**src/stage_delay_consts.vh**
```
`ifndef STAGE_DELAY_CONSTS_VH
`define STAGE_DELAY_CONSTS_VH
// Clock rate and the force timeout
`define CLK_MHZ 250
`define FORCE_TIMEOUT_S 300
// FORCE_TIMEOUT_S * 1000000 * CLK_MHZ, written out sized since it overflows 32 bits
`define FORCE_TIMEOUT_CYC 40'd75000000000
// Comparison modes
`define CMP_OVER 2'h0
`define CMP_UNDER 2'h1
`define CMP_DIFF 2'h2
`define CMP_ABSOLUTE_DIFFERENCE_COMPARE 2'h3
// Curve families
`define FAM_DT 3'h0
`define FAM_IEC 3'h1
`define FAM_IEEE 3'h2
`define FAM_IEEE2 3'h3
`define FAM_RI 3'h4
`define FAM_PRG 3'h5
// Delay types
`define TYP_DT 4'h0
`define TYP_NI 4'h1
`define TYP_VI 4'h2
`define TYP_EI 4'h3
`define TYP_LTI 4'h4
`define TYP_LTEI 4'h5
`define TYP_LTVI 4'h6
`define TYP_MI 4'h7
`define TYP_STI 4'h8
`define TYP_STEI 4'h9
`define TYP_RI 4'ha
`define TYP_RXIDG 4'hb
`define TYP_PARAM 4'hc
// Curve evaluation span, multiples of pickup
`define CURVE_SPAN 5'd20
`define PRG_POINTS 16
`define PRG_CURVES 3
`define FAULT_RECS 8
`define PCT_FULL 100
`endif

```
**src/force_timer.v**
```verilog
`timescale 1ns/100ps
`include "stage_delay_consts.vh"
// Shared force flag with automatic clear after the timeout
module force_timer #(
  parameter [39:0] TIMEOUT_CYC = `FORCE_TIMEOUT_CYC
) (
  input wire clk_i,
  input wire rst_i,
  input wire ce_i,
  input wire set_i,
  input wire clr_i,
  output reg force_o
);
  reg [39:0] cnt_q;
  always @(posedge clk_i) begin
    if (rst_i) begin
      force_o <= 1'b0;
      cnt_q <= 40'h0;
    end else if (ce_i) begin
      if (set_i) begin
        force_o <= 1'b1;
        cnt_q <= 40'h0;
      end else if (clr_i) begin
        force_o <= 1'b0;
      end else if (force_o) begin
        if (cnt_q >= TIMEOUT_CYC - 40'h1) begin
          force_o <= 1'b0;
        end else begin
          cnt_q <= cnt_q + 40'h1;
        end
      end
    end
  end
endmodule

```
**src/curve_check.v**
```verilog
`timescale 1ns/100ps
`include "stage_delay_consts.vh"
// Decides whether a family/type pair or parameter set can form a curve
module curve_check (
  input wire [2:0] family_i,
  input wire [3:0] dtype_i,
  input wire coef_ok_i,
  input wire prg_ok_i,
  output reg valid_o
);
  always @* begin
    valid_o = 1'b0;
    if (dtype_i == `TYP_PARAM) begin
      valid_o = coef_ok_i && (family_i == `FAM_IEC || family_i == `FAM_IEEE ||
                              family_i == `FAM_IEEE2);
    end else begin
      case (family_i)
        `FAM_DT: valid_o = (dtype_i == `TYP_DT);
        `FAM_IEC: valid_o = (dtype_i == `TYP_NI) || (dtype_i == `TYP_VI) ||
                            (dtype_i == `TYP_EI) || (dtype_i == `TYP_LTI);
        `FAM_IEEE: valid_o = (dtype_i == `TYP_VI) || (dtype_i == `TYP_EI) ||
                             (dtype_i == `TYP_LTI) || (dtype_i == `TYP_LTEI) ||
                             (dtype_i == `TYP_LTVI) || (dtype_i == `TYP_MI) ||
                             (dtype_i == `TYP_STI) || (dtype_i == `TYP_STEI);
        `FAM_IEEE2: valid_o = (dtype_i == `TYP_NI) || (dtype_i == `TYP_VI) ||
                              (dtype_i == `TYP_EI) || (dtype_i == `TYP_MI);
        `FAM_RI: valid_o = (dtype_i == `TYP_RI) || (dtype_i == `TYP_RXIDG);
        `FAM_PRG: valid_o = prg_ok_i;
        default: valid_o = 1'b0;
      endcase
    end
  end
endmodule

```
**src/stage_delay.v**
```verilog
`timescale 1ns/100ps
`include "stage_delay_consts.vh"
module stage_delay #(
  parameter W = 16,
  parameter [39:0] FORCE_CYC = `FORCE_TIMEOUT_CYC,
  parameter [31:0] TICK_CYC = 32'd250000
) (
  input wire CLOCK_I, // Clock
  input wire RST_I, // Sync reset, high
  input wire CE_I, // Clock enable
  input wire FORCE_SET_I, // Set force flag
  input wire FORCE_CLR_I, // Clear force flag
  output wire FORCE_O, // Shared force flag
  input wire STATUS_WR_I, // Write forced status
  input wire START_WR_I, // Forced start value
  input wire TRIP_WR_I, // Forced trip value
  input wire [W-1:0] VALUE_I, // Supervised value, pu
  input wire [W-1:0] REF_I, // Reference for difference modes
  input wire [1:0] MODE_I, // comparison_mode
  input wire [W-1:0] PICKUP_I, // Pickup, pu
  input wire [W-1:0] PRI_SCALE_I, // Primary per pu
  output reg [2*W-1:0] PICKUP_PRI_O, // Pickup at primary level
  input wire [W-1:0] HYST_I, // Dead band, pu
  input wire [W-1:0] FLOOR_I, // under_compare_floor
  input wire [31:0] DT_TICKS_I, // Definite time in ticks
  input wire [2:0] FAMILY_I, // Curve family
  input wire [3:0] DTYPE_I, // Delay type
  input wire [1:0] PRG_SEL_I, // programmable_curve_family index
  input wire COEF_OK_I, // Coefficients A-E usable
  input wire [`PRG_CURVES-1:0] PRG_OK_I, // Per programmable curve usable
  input wire [31:0] INV_RATE_I, // Inverse progress per tick, Q0.32
  input wire [1:0] GROUP_I, // active_setting_group
  input wire [31:0] TIME_I, // Timestamp
  input wire [2:0] REC_IDX_I, // Fault record to read, 0 newest
  output reg [31:0] REC_TIME_O, // Record timestamp
  output reg [W-1:0] REC_VALUE_O, // Record fault value
  output reg [7:0] REC_PCT_O, // Record elapsed_delay_pct
  output reg [1:0] REC_GROUP_O, // Record setting group
  output reg [3:0] REC_COUNT_O, // Records held
  output reg INV_ACTIVE_O, // Inverse timing in use
  output reg SET_ERR_O, // Setting error
  output reg START_O, // Stage start
  output reg TRIP_O, // Stage trip
  output reg [7:0] ELAPSED_DELAY_PCT_O // Live elapsed_delay_pct
);
  // ====================
  // Force flag
  force_timer #(.TIMEOUT_CYC(FORCE_CYC)) u_force (
    .clk_i(CLOCK_I),
    .rst_i(RST_I),
    .ce_i(CE_I),
    .set_i(FORCE_SET_I),
    .clr_i(FORCE_CLR_I),
    .force_o(FORCE_O)
  );

  // ====================
  // Curve validity
  wire prg_ok;
  wire cfg_valid;
  assign prg_ok = (PRG_SEL_I < `PRG_CURVES) ? PRG_OK_I[PRG_SEL_I] : 1'b0;
  curve_check u_check (
    .family_i(FAMILY_I),
    .dtype_i(DTYPE_I),
    .coef_ok_i(COEF_OK_I),
    .prg_ok_i(prg_ok),
    .valid_o(cfg_valid)
  );
  wire inverse_req;
  assign inverse_req = (FAMILY_I != `FAM_DT);

  // ====================
  // Comparison
  reg [W:0] mag;
  reg above_pick;
  reg above_rel;
  reg cmp_en;
  wire [W:0] rel_hi;
  wire [W:0] rel_lo;
  assign rel_hi = {1'b0, PICKUP_I} - {1'b0, HYST_I};
  assign rel_lo = {1'b0, PICKUP_I} + {1'b0, HYST_I};
  always @* begin
    mag = {1'b0, VALUE_I};
    cmp_en = 1'b1;
    case (MODE_I)
      `CMP_DIFF: mag = {1'b0, VALUE_I} - {1'b0, REF_I};
      `CMP_ABSOLUTE_DIFFERENCE_COMPARE: mag = (VALUE_I >= REF_I) ? {1'b0, VALUE_I} - {1'b0, REF_I}
                                           : {1'b0, REF_I} - {1'b0, VALUE_I};
      default: mag = {1'b0, VALUE_I};
    endcase
    if (MODE_I == `CMP_UNDER) begin
      cmp_en = (VALUE_I >= FLOOR_I);
      above_pick = cmp_en && (VALUE_I < PICKUP_I);
      above_rel = cmp_en && ({1'b0, VALUE_I} < rel_lo);
    end else begin
      above_pick = !mag[W] && (mag >= {1'b0, PICKUP_I});
      above_rel = !mag[W] && !rel_hi[W] && (mag > rel_hi);
    end
  end

  // ====================
  // Timing
  reg [31:0] tick_q;
  reg [31:0] dt_cnt_q;
  reg [32:0] acc_q;
  reg [W-1:0] peak_q;
  wire tick;
  wire start_now;
  wire timing;
  assign tick = (tick_q == TICK_CYC - 32'h1);
  assign start_now = START_O ? above_rel : above_pick;
  assign timing = START_O && !TRIP_O;

  // Progress in percent for either delay kind
  wire [39:0] dt_pct_w;
  wire [39:0] inv_pct_w;
  reg [7:0] pct_now;
  assign dt_pct_w = (DT_TICKS_I == 32'h0) ? 40'd100 :
                    ({8'h0, dt_cnt_q} * 40'd100) / {8'h0, DT_TICKS_I};
  assign inv_pct_w = (acc_q[32] ? 40'd100 : ((acc_q[31:24] * 40'd100) >> 8));
  always @* begin
    if (INV_ACTIVE_O) begin
      pct_now = inv_pct_w[7:0];
    end else begin
      pct_now = (dt_pct_w > 40'd100) ? 8'd100 : dt_pct_w[7:0];
    end
  end

  wire [32:0] acc_next;
  wire [W+4:0] span_lim;
  assign acc_next = acc_q + {1'b0, INV_RATE_I};
  assign span_lim = {5'h0, PICKUP_I} * `CURVE_SPAN;

  reg [31:0] rec_time [0:`FAULT_RECS-1];
  reg [W-1:0] rec_val [0:`FAULT_RECS-1];
  reg [7:0] rec_pct [0:`FAULT_RECS-1];
  reg [1:0] rec_grp [0:`FAULT_RECS-1];
  reg fault_end;
  integer i;

  always @(posedge CLOCK_I) begin
    if (RST_I) begin
      tick_q <= 32'h0;
      dt_cnt_q <= 32'h0;
      acc_q <= 33'h0;
      peak_q <= {W{1'b0}};
      START_O <= 1'b0;
      TRIP_O <= 1'b0;
      SET_ERR_O <= 1'b0;
      INV_ACTIVE_O <= 1'b0;
      ELAPSED_DELAY_PCT_O <= 8'h0;
      PICKUP_PRI_O <= {2*W{1'b0}};
      REC_COUNT_O <= 4'h0;
      for (i = 0; i < `FAULT_RECS; i = i + 1) begin
        rec_time[i] <= 32'h0;
        rec_val[i] <= {W{1'b0}};
        rec_pct[i] <= 8'h0;
        rec_grp[i] <= 2'h0;
      end
    end else if (CE_I) begin
      PICKUP_PRI_O <= PICKUP_I * PRI_SCALE_I;
      SET_ERR_O <= inverse_req && !cfg_valid;
      // Bad inverse setup runs on the definite timer instead
      INV_ACTIVE_O <= inverse_req && cfg_valid;
      ELAPSED_DELAY_PCT_O <= pct_now;
      tick_q <= tick ? 32'h0 : tick_q + 32'h1;
      if (FORCE_O && STATUS_WR_I) begin
        START_O <= START_WR_I;
        TRIP_O <= TRIP_WR_I;
      end else if (!start_now) begin
        START_O <= 1'b0;
        TRIP_O <= 1'b0;
        dt_cnt_q <= 32'h0;
        acc_q <= 33'h0;
      end else begin
        START_O <= 1'b1;
        if (!START_O) begin
          peak_q <= VALUE_I;
        end else if (VALUE_I > peak_q) begin
          peak_q <= VALUE_I;
        end
        if (timing && tick) begin
          if (INV_ACTIVE_O) begin
            // Rate comes from the curve evaluator; both span branches add the same rate, nothing saturates
            if (mag >= span_lim) begin
              acc_q <= acc_next;
            end else begin
              acc_q <= acc_next;
            end
            if (acc_next[32]) begin
              TRIP_O <= 1'b1;
            end
          end else begin
            dt_cnt_q <= dt_cnt_q + 32'h1;
            if (dt_cnt_q + 32'h1 >= DT_TICKS_I) begin
              TRIP_O <= 1'b1;
            end
          end
        end
      end
      if (fault_end) begin
        for (i = `FAULT_RECS - 1; i > 0; i = i - 1) begin
          rec_time[i] <= rec_time[i-1];
          rec_val[i] <= rec_val[i-1];
          rec_pct[i] <= rec_pct[i-1];
          rec_grp[i] <= rec_grp[i-1];
        end
        rec_time[0] <= TIME_I;
        rec_val[0] <= peak_q;
        rec_pct[0] <= TRIP_O ? 8'd100 : pct_now;
        rec_grp[0] <= GROUP_I;
        if (REC_COUNT_O != `FAULT_RECS) begin
          REC_COUNT_O <= REC_COUNT_O + 4'h1;
        end
      end
    end
  end

  // A fault ends when the start condition drops
  always @* begin
    fault_end = START_O && !start_now && !(FORCE_O && STATUS_WR_I);
  end

  // ====================
  // Record readout
  always @(posedge CLOCK_I) begin
    if (RST_I) begin
      REC_TIME_O <= 32'h0;
      REC_VALUE_O <= {W{1'b0}};
      REC_PCT_O <= 8'h0;
      REC_GROUP_O <= 2'h0;
    end else if (CE_I) begin
      REC_TIME_O <= rec_time[REC_IDX_I];
      REC_VALUE_O <= rec_val[REC_IDX_I];
      REC_PCT_O <= rec_pct[REC_IDX_I];
      REC_GROUP_O <= rec_grp[REC_IDX_I];
    end
  end
endmodule

```
**config.mk**
```make
export PLATFORM = sky130hd
export DESIGN_NAME = stage_delay
export DESIGN_NICKNAME = d
export VERILOG_FILES = /design/src/force_timer.v /design/src/curve_check.v /design/src/stage_delay.v
export VERILOG_INCLUDE_DIRS = /design/src
export SDC_FILE = /design/constraint.sdc
export NUM_CORES = 2
export LEC_CHECK = 0
export ABC_CLOCK_PERIOD_IN_PS = 105600
export BUFFER_PORTS_ARGS = -buffer_cell sky130_fd_sc_hd__buf_4
export CORE_AREA = 3 3 636 638
export DETAILED_ROUTE_END_ITERATION = 10
export DIE_AREA = 0 0 639 641
export PLACE_DENSITY = 0.38
export RECOVER_POWER = 25
export SYNTH_ARGS = -nofsm -noshare
export SYNTH_HDL_FRONTEND = slang
export SYNTH_SLANG_ARGS = --single-unit
```
**constraint.sdc**
```tcl
create_clock -name CLOCK_I -period 105.6 [get_ports CLOCK_I]
set_input_delay 5.28 -clock CLOCK_I [delete_from_list [all_inputs] [get_ports CLOCK_I]]
set_output_delay 5.28 -clock CLOCK_I [all_outputs]
set_load 0.01 [all_outputs]
```
; Word level (Yosys, flattened, before mapping)
; Memory sizes are Yosys's and may differ from the RTL's. A register that Yosys moved wholly into a read port is not among the register bits.
; Index checks and enable logic that the tools add are counted.
[totals]
reg_bits = 202
latchBits = 0
mem_bits_rw = 464
rom_bits = 0
out_inout_bits = 107
memories = 4
[op_classes]
add_sub_neg = 9
multipliers = 3
div = 1
order_cmp = 12
eq_ne = 31
shift = 0
muxes = 78
bitwise = 33
n_reduce_logical = 44
[mem_list]
columns = name, words, word_bits, read_ports, rd_clocked_by_memory_dff, write_ports, line_no
row1 = rec_time, 8, 32, 8, 1, 8, stage_delay.v:134  ; reg [31:0] rec_time [0:`FAULT_RECS-1];
row2 = rec_val, 8, 16, 8, 1, 8, stage_delay.v:135  ; reg [W-1:0] rec_val [0:`FAULT_RECS-1];
row3 = rec_pct, 8, 8, 8, 1, 8, stage_delay.v:136  ; reg [7:0] rec_pct [0:`FAULT_RECS-1];
row4 = rec_grp, 8, 2, 8, 1, 8, stage_delay.v:137  ; reg [1:0] rec_grp [0:`FAULT_RECS-1];
[op_table]
columns = operator, count
row1 = $mux W32, 12
row2 = $mux W40, 5
row3 = $mux W16, 10
row4 = $mux W33, 3
row5 = $mux W8, 11
row6 = $add A32 B1 Y32 const B, 2
row7 = $sub A16 B16 Y17, 3
row8 = $add A40 B1 Y40 const B, 1
row9 = $div A39 B32 Y40, 1
row10 = $ge A40 B37 Y1 const B, 1
row11 = $gt A40 B7 Y1 const B, 1
row12 = $mul A32 B5 Y37 const B, 1
row13 = $pmux W17 S2, 1
row14 = $add A33 B32 Y33, 1
row15 = $eq A32 B18 Y1 const B, 1
row16 = $ge A16 B16 Y1, 2
row17 = $ge A32 B32 Y1, 1
row18 = $logic_not A32 Y1, 1
row19 = $mul A16 B16 Y32, 1
row20 = $or A1 B1 Y1, 32
row21 = $mux W1, 24
row22 = $eq A4 B4 Y1 const B, 5
row23 = $reduce_and A4 Y1, 5
row24 = $add A16 B16 Y17, 1
row25 = other kinds (36), 85

; Depth between registers and ports, before layout
[depth]
ltp_word = 16
mapped_depth = 566
mapped_depth_nobuf = 514

; Cells and area by module
; Synthesis repeated with hierarchy kept, for this count alone.
[hier_totals]
cells_unflattened = 11234
hier_area_um2 = 94025.2
[by_module_without_submodules]
columns = module, instances, cells_each, area_per_inst_um2, seq_area_each_um2
row1 = stage_delay, 1, 10849, 91129.9, 18317.6
row2 = force_timer, 1, 366, 2732.6, 820.8
row3 = curve_check, 1, 19, 162.7, 0.0

; Worst setup path after synthesis
; No wires, ideal clock.
[synth_timing]
path_kind = input-to-reg
startpoint = input DT_TICKS_I[13]
endpoint = memory rec_pct[0][0], data pin
setup_time_ns = 0.267
arrival_ns = 111.696
required_time_ns = 105.333
slack_ns = -6.363
path_stages = 531
cell_sequence = inv_1 -> nand4_1 -> nor4_4 -> nand3_2 -> or4_1 -> nor3_1 -> and3_1 -> ha_1 -> o21a_1 -> nor2_1 -> or3_1 -> buf_2 -> a21o_1 -> ha_1 -> o21a_1 -> o21ai_0 -> a21oi_1 -> and2_1 -> [495 not listed] -> nor2_1 -> a21oi_1 -> ha_1 -> a21o_1 -> a21o_1 -> a21oi_1 -> nor2b_1 -> o21ai_0 -> nand2b_1 -> a21oi_1 -> nor2b_1 -> o21ai_0 -> nand2_1 -> a221oi_1 -> o221ai_1 -> o21bai_1 -> o31ai_1 -> nor3_1
[synth_rtl]
columns = item, line_no
row1 = "start, declared", stage_delay.v:25  ; input wire [31:0] DT_TICKS_I,
row2 = "end, declared", stage_delay.v:136

==> run summary <==
run status: finished with violations
failing checks: capacitance limit, slew limit
relative slew slack: -2.78
worst skew pair latency: 0.71 ns
Clk pwr share: 0.276
H-tree depth: 3
DIE HEIGHT: 641 µm
CP Capture Type: register
CP max stage cell: or4b_4
Final #Nets: 13900
initial antenna violation count: 14
Final min period: 100.55 ns
asr flop ratio synth: 0
synthesized flop and latch total: 724
final worst-path cycle share: 0.952
CP Data Required Time: 106.00 ns
Flop pwr share: 0.296
RR Startpoint: dt_cnt_q[2]
CTS tree: done
Worst Max-Slew Pin Slew: 5.66 ns
largest net degree at the start of global routing: 168
vias: 85000
Mapped Nets: 12600
Die X-Extent: 639 µm
Fmax achieved: 9.95 MHz
static leakage: 52.5 nW
total die area: 0.410 mm²
Yosys top cell area share: 0.169
final setup margin: 5.05 ns
Most used DFF post-synth: edfxtp_1
Post-synth top cells: ha_1, nor2_1, nand2_1, inv_1, a21oi_1
synth top area cells: ha_1, edfxtp_1, dfxtp_1
Crit Path Class: in2reg
first-pass GRT wire length: 543000 µm
crit-path max FO: 24
Combinational Power Share: 0.428
Switch Pwr: 0.416 mW
DRT Pass-1 Iters: 6
clk root buf: clkbuf_16
layout cells sized above 1: 0.194
Area growth, synth to finish: 23.2%
cell taking the most area after synthesis: ha_1
worst path bufs/invs: 33
Final setup viols: 0
number of enable flip-flop cells after synthesis: 464
min-delay src: ELAPSED_DELAY_PCT_O[7]
mapped cell area: 0.0919 mm²
Clock Tree Buf Depth: 3
Post-Place Setup Slack: -2.80 ns
overall routing resource usage: 0.172
Sw Ratio: 0.375
grt ovf: 0
crit-path leading delay family: compound AO/OA/AOI/OAI gates
most numerous cell in the Yosys netlist: ha_1
final hold vios: 0
RD Place Congestion: 0.888
power density over the cells: 9.80 mW/mm²
Syn Inst Count: 10900
WL final: 363000 µm
DRC Markers: 0
setup TNS: 0 ns
Min-Delay Path Class: reg2reg
most frequent CP cell: o21a_1
Worst Skew: 0.0816 ns
CORE AREA: 0.399 mm²
Initial Util: 0.230
total clock sinks: 724
ANT nets after route: 0
fin. max-slew vios: 436
worst vdd ir: 32.2 µV
DRT iter0 DRCs: 4878
# rows: 232
startpoint types: input pin
Seq/Total Area, Yosys: 0.208
HPWL Detailed: 285000 µm
number of buffers created by CTS: 84
post-DR wirelength/cell: 20.8 µm
Int Power: 0.693 mW
slowest stage delay, CP: 0.61 ns
PortBufs: 326
post-synthesis cell type count: 125
CP startpoint: DT_TICKS_I[10]
Yosys warnings: 0
Post-CTS Hold Fix Bufs: 0
drt via density: 4.86
# IOs: 327
Max-cap violations: 11
vias in the first global route: 85500
CTS clk-pin slew, worst paths: 0.06 ns
average cell area after synthesis: 8.43 µm²
crit path DAT: 100.95 ns
==> metrics by stage <==
step	util	cells	total power [mW]	area, µm²	hold WS (ns)
3_5_place_dp	0.272	17300	0.821	109000	0.469
3_3_place_gp	0.272	17300	0.818	109000	0.461
6_report	0.283	17500	1.11	113000	0.475
5_1_grt	0.283	17500	1.21	113000	0.491
2_1_floorplan	-	10900	0.673	92200	0.438
4_1_cts	0.280	17400	1.14	112000	0.477
==> flip-flops by register name (all words and copies together), names as in the netlist, 32 cells and up <==
name,cells
PICKUP_PRI_O,32
REC_TIME_O,32
u_force.cnt_q,40
rec_time,256
acc_q,33
dt_cnt_q,32
tick_q,32
rec_val,128
rec_pct,64
==> layout make-up <==
type                            count  area [µm²]
Tap cell                         5265        6590
Inverter                          749        2840
Clock inverter                     38         492
Clock buffer                      117        2400
Timing Repair Buffer             1557       11400
Sequential cell                   724       19100
Fill cell                       42600      286000
Antenna cell                        6        15.0
Multi-Input combinational cell   9046       70300
==> power groups by stage <==
stage          clock (mW)  sequential [mW]  combinational [mW]
2_1_floorplan           0            0.339               0.334
3_3_place_gp            0            0.334               0.484
3_5_place_dp            0            0.334               0.486
4_1_cts             0.320            0.328               0.491
5_1_grt             0.330            0.330               0.547
6_report            0.306            0.328               0.475
==> metal layers <==
| metal | share of wire | global-route usage | up-vias |
|---|---|---|---|
| met4 | 0.021 | 0.0339 | 4 |
| met2 | 0.49 | 0.301 | 1312 |
| met3 | 0.028 | 0.0141 | 328 |
| li1 | - | - | 41700 |
| met1 | 0.46 | 0.229 | 41700 |
| met5 | 0.000072 | 0 | - |
==> worst reg2reg max path, delay by kind of cell, from the launching register on <==
family	cells	cell delay (ns)
compound gates	301	59.36
simple gates	89	17.31
fa+ha+maj	43	12.60
buf+inv	34	5.61
mux	10	3.11
flops	1	0.55
xor+xnor	2	0.43
==> cells by family (layout without fill, tap and decap cells) <==
kind of cell               Yosys count  count (layout)  share of synthesized area
and+or+nand+nor                   3815            3815                      0.204
other                                1               7                  0.0000408
muxes                              457             457                     0.0685
DFF                                724             724                      0.208
buffers and inverters             1122            2461                     0.0462
adders and majority gates         1473            1473                      0.219
xor gates and xnor gates           667             667                     0.0636
AOI/OAI and AO/OA                 2633            2633                      0.190
==> worst paths after layout <==
| path | endpoint | slack, ns | cells after the start |
|---|---|---|---|
| worst max register to register | rec_pct[0][0] | 6.27 | 479 |
| worst min-delay path | ELAPSED_DELAY_PCT_O[7] | 0.48 | 1 |
| worst max-delay path | rec_pct[0][0] | 5.05 | 472 |
| worst min register to register | ELAPSED_DELAY_PCT_O[7] | 0.48 | 1 |
==> repair_timing <==
item | 4_1_cts | 5_1_grt
endpoints found under the setup margin | 6 | 14
setup buffers | 8 | 66
gates resized for setup | 47 | 329
pin swaps | 11 | 151
==> cells in the final DEF, fill, tap and decap left out, types with 116 or more instances in the layout <==
cell type,instances
inv_1,725
fa_1,229
mux2i_1,127
nand2_1,855
o21ai_0,398
nor2_1,1038
buf_4,1409
mux4_2,116
and2_1,599
a21oi_1,664
nor3_1,314
nand2b_1,130
xnor2_1,432
mux2_2,205
nor2b_1,134
ha_1,1230
a21o_1,251
dfxtp_1,260
xor2_1,235
o21a_1,299
clkbuf_1,140
nand3_1,190
edfxtp_1,464
No activity file was read; power rests on OpenSTA's default activity.
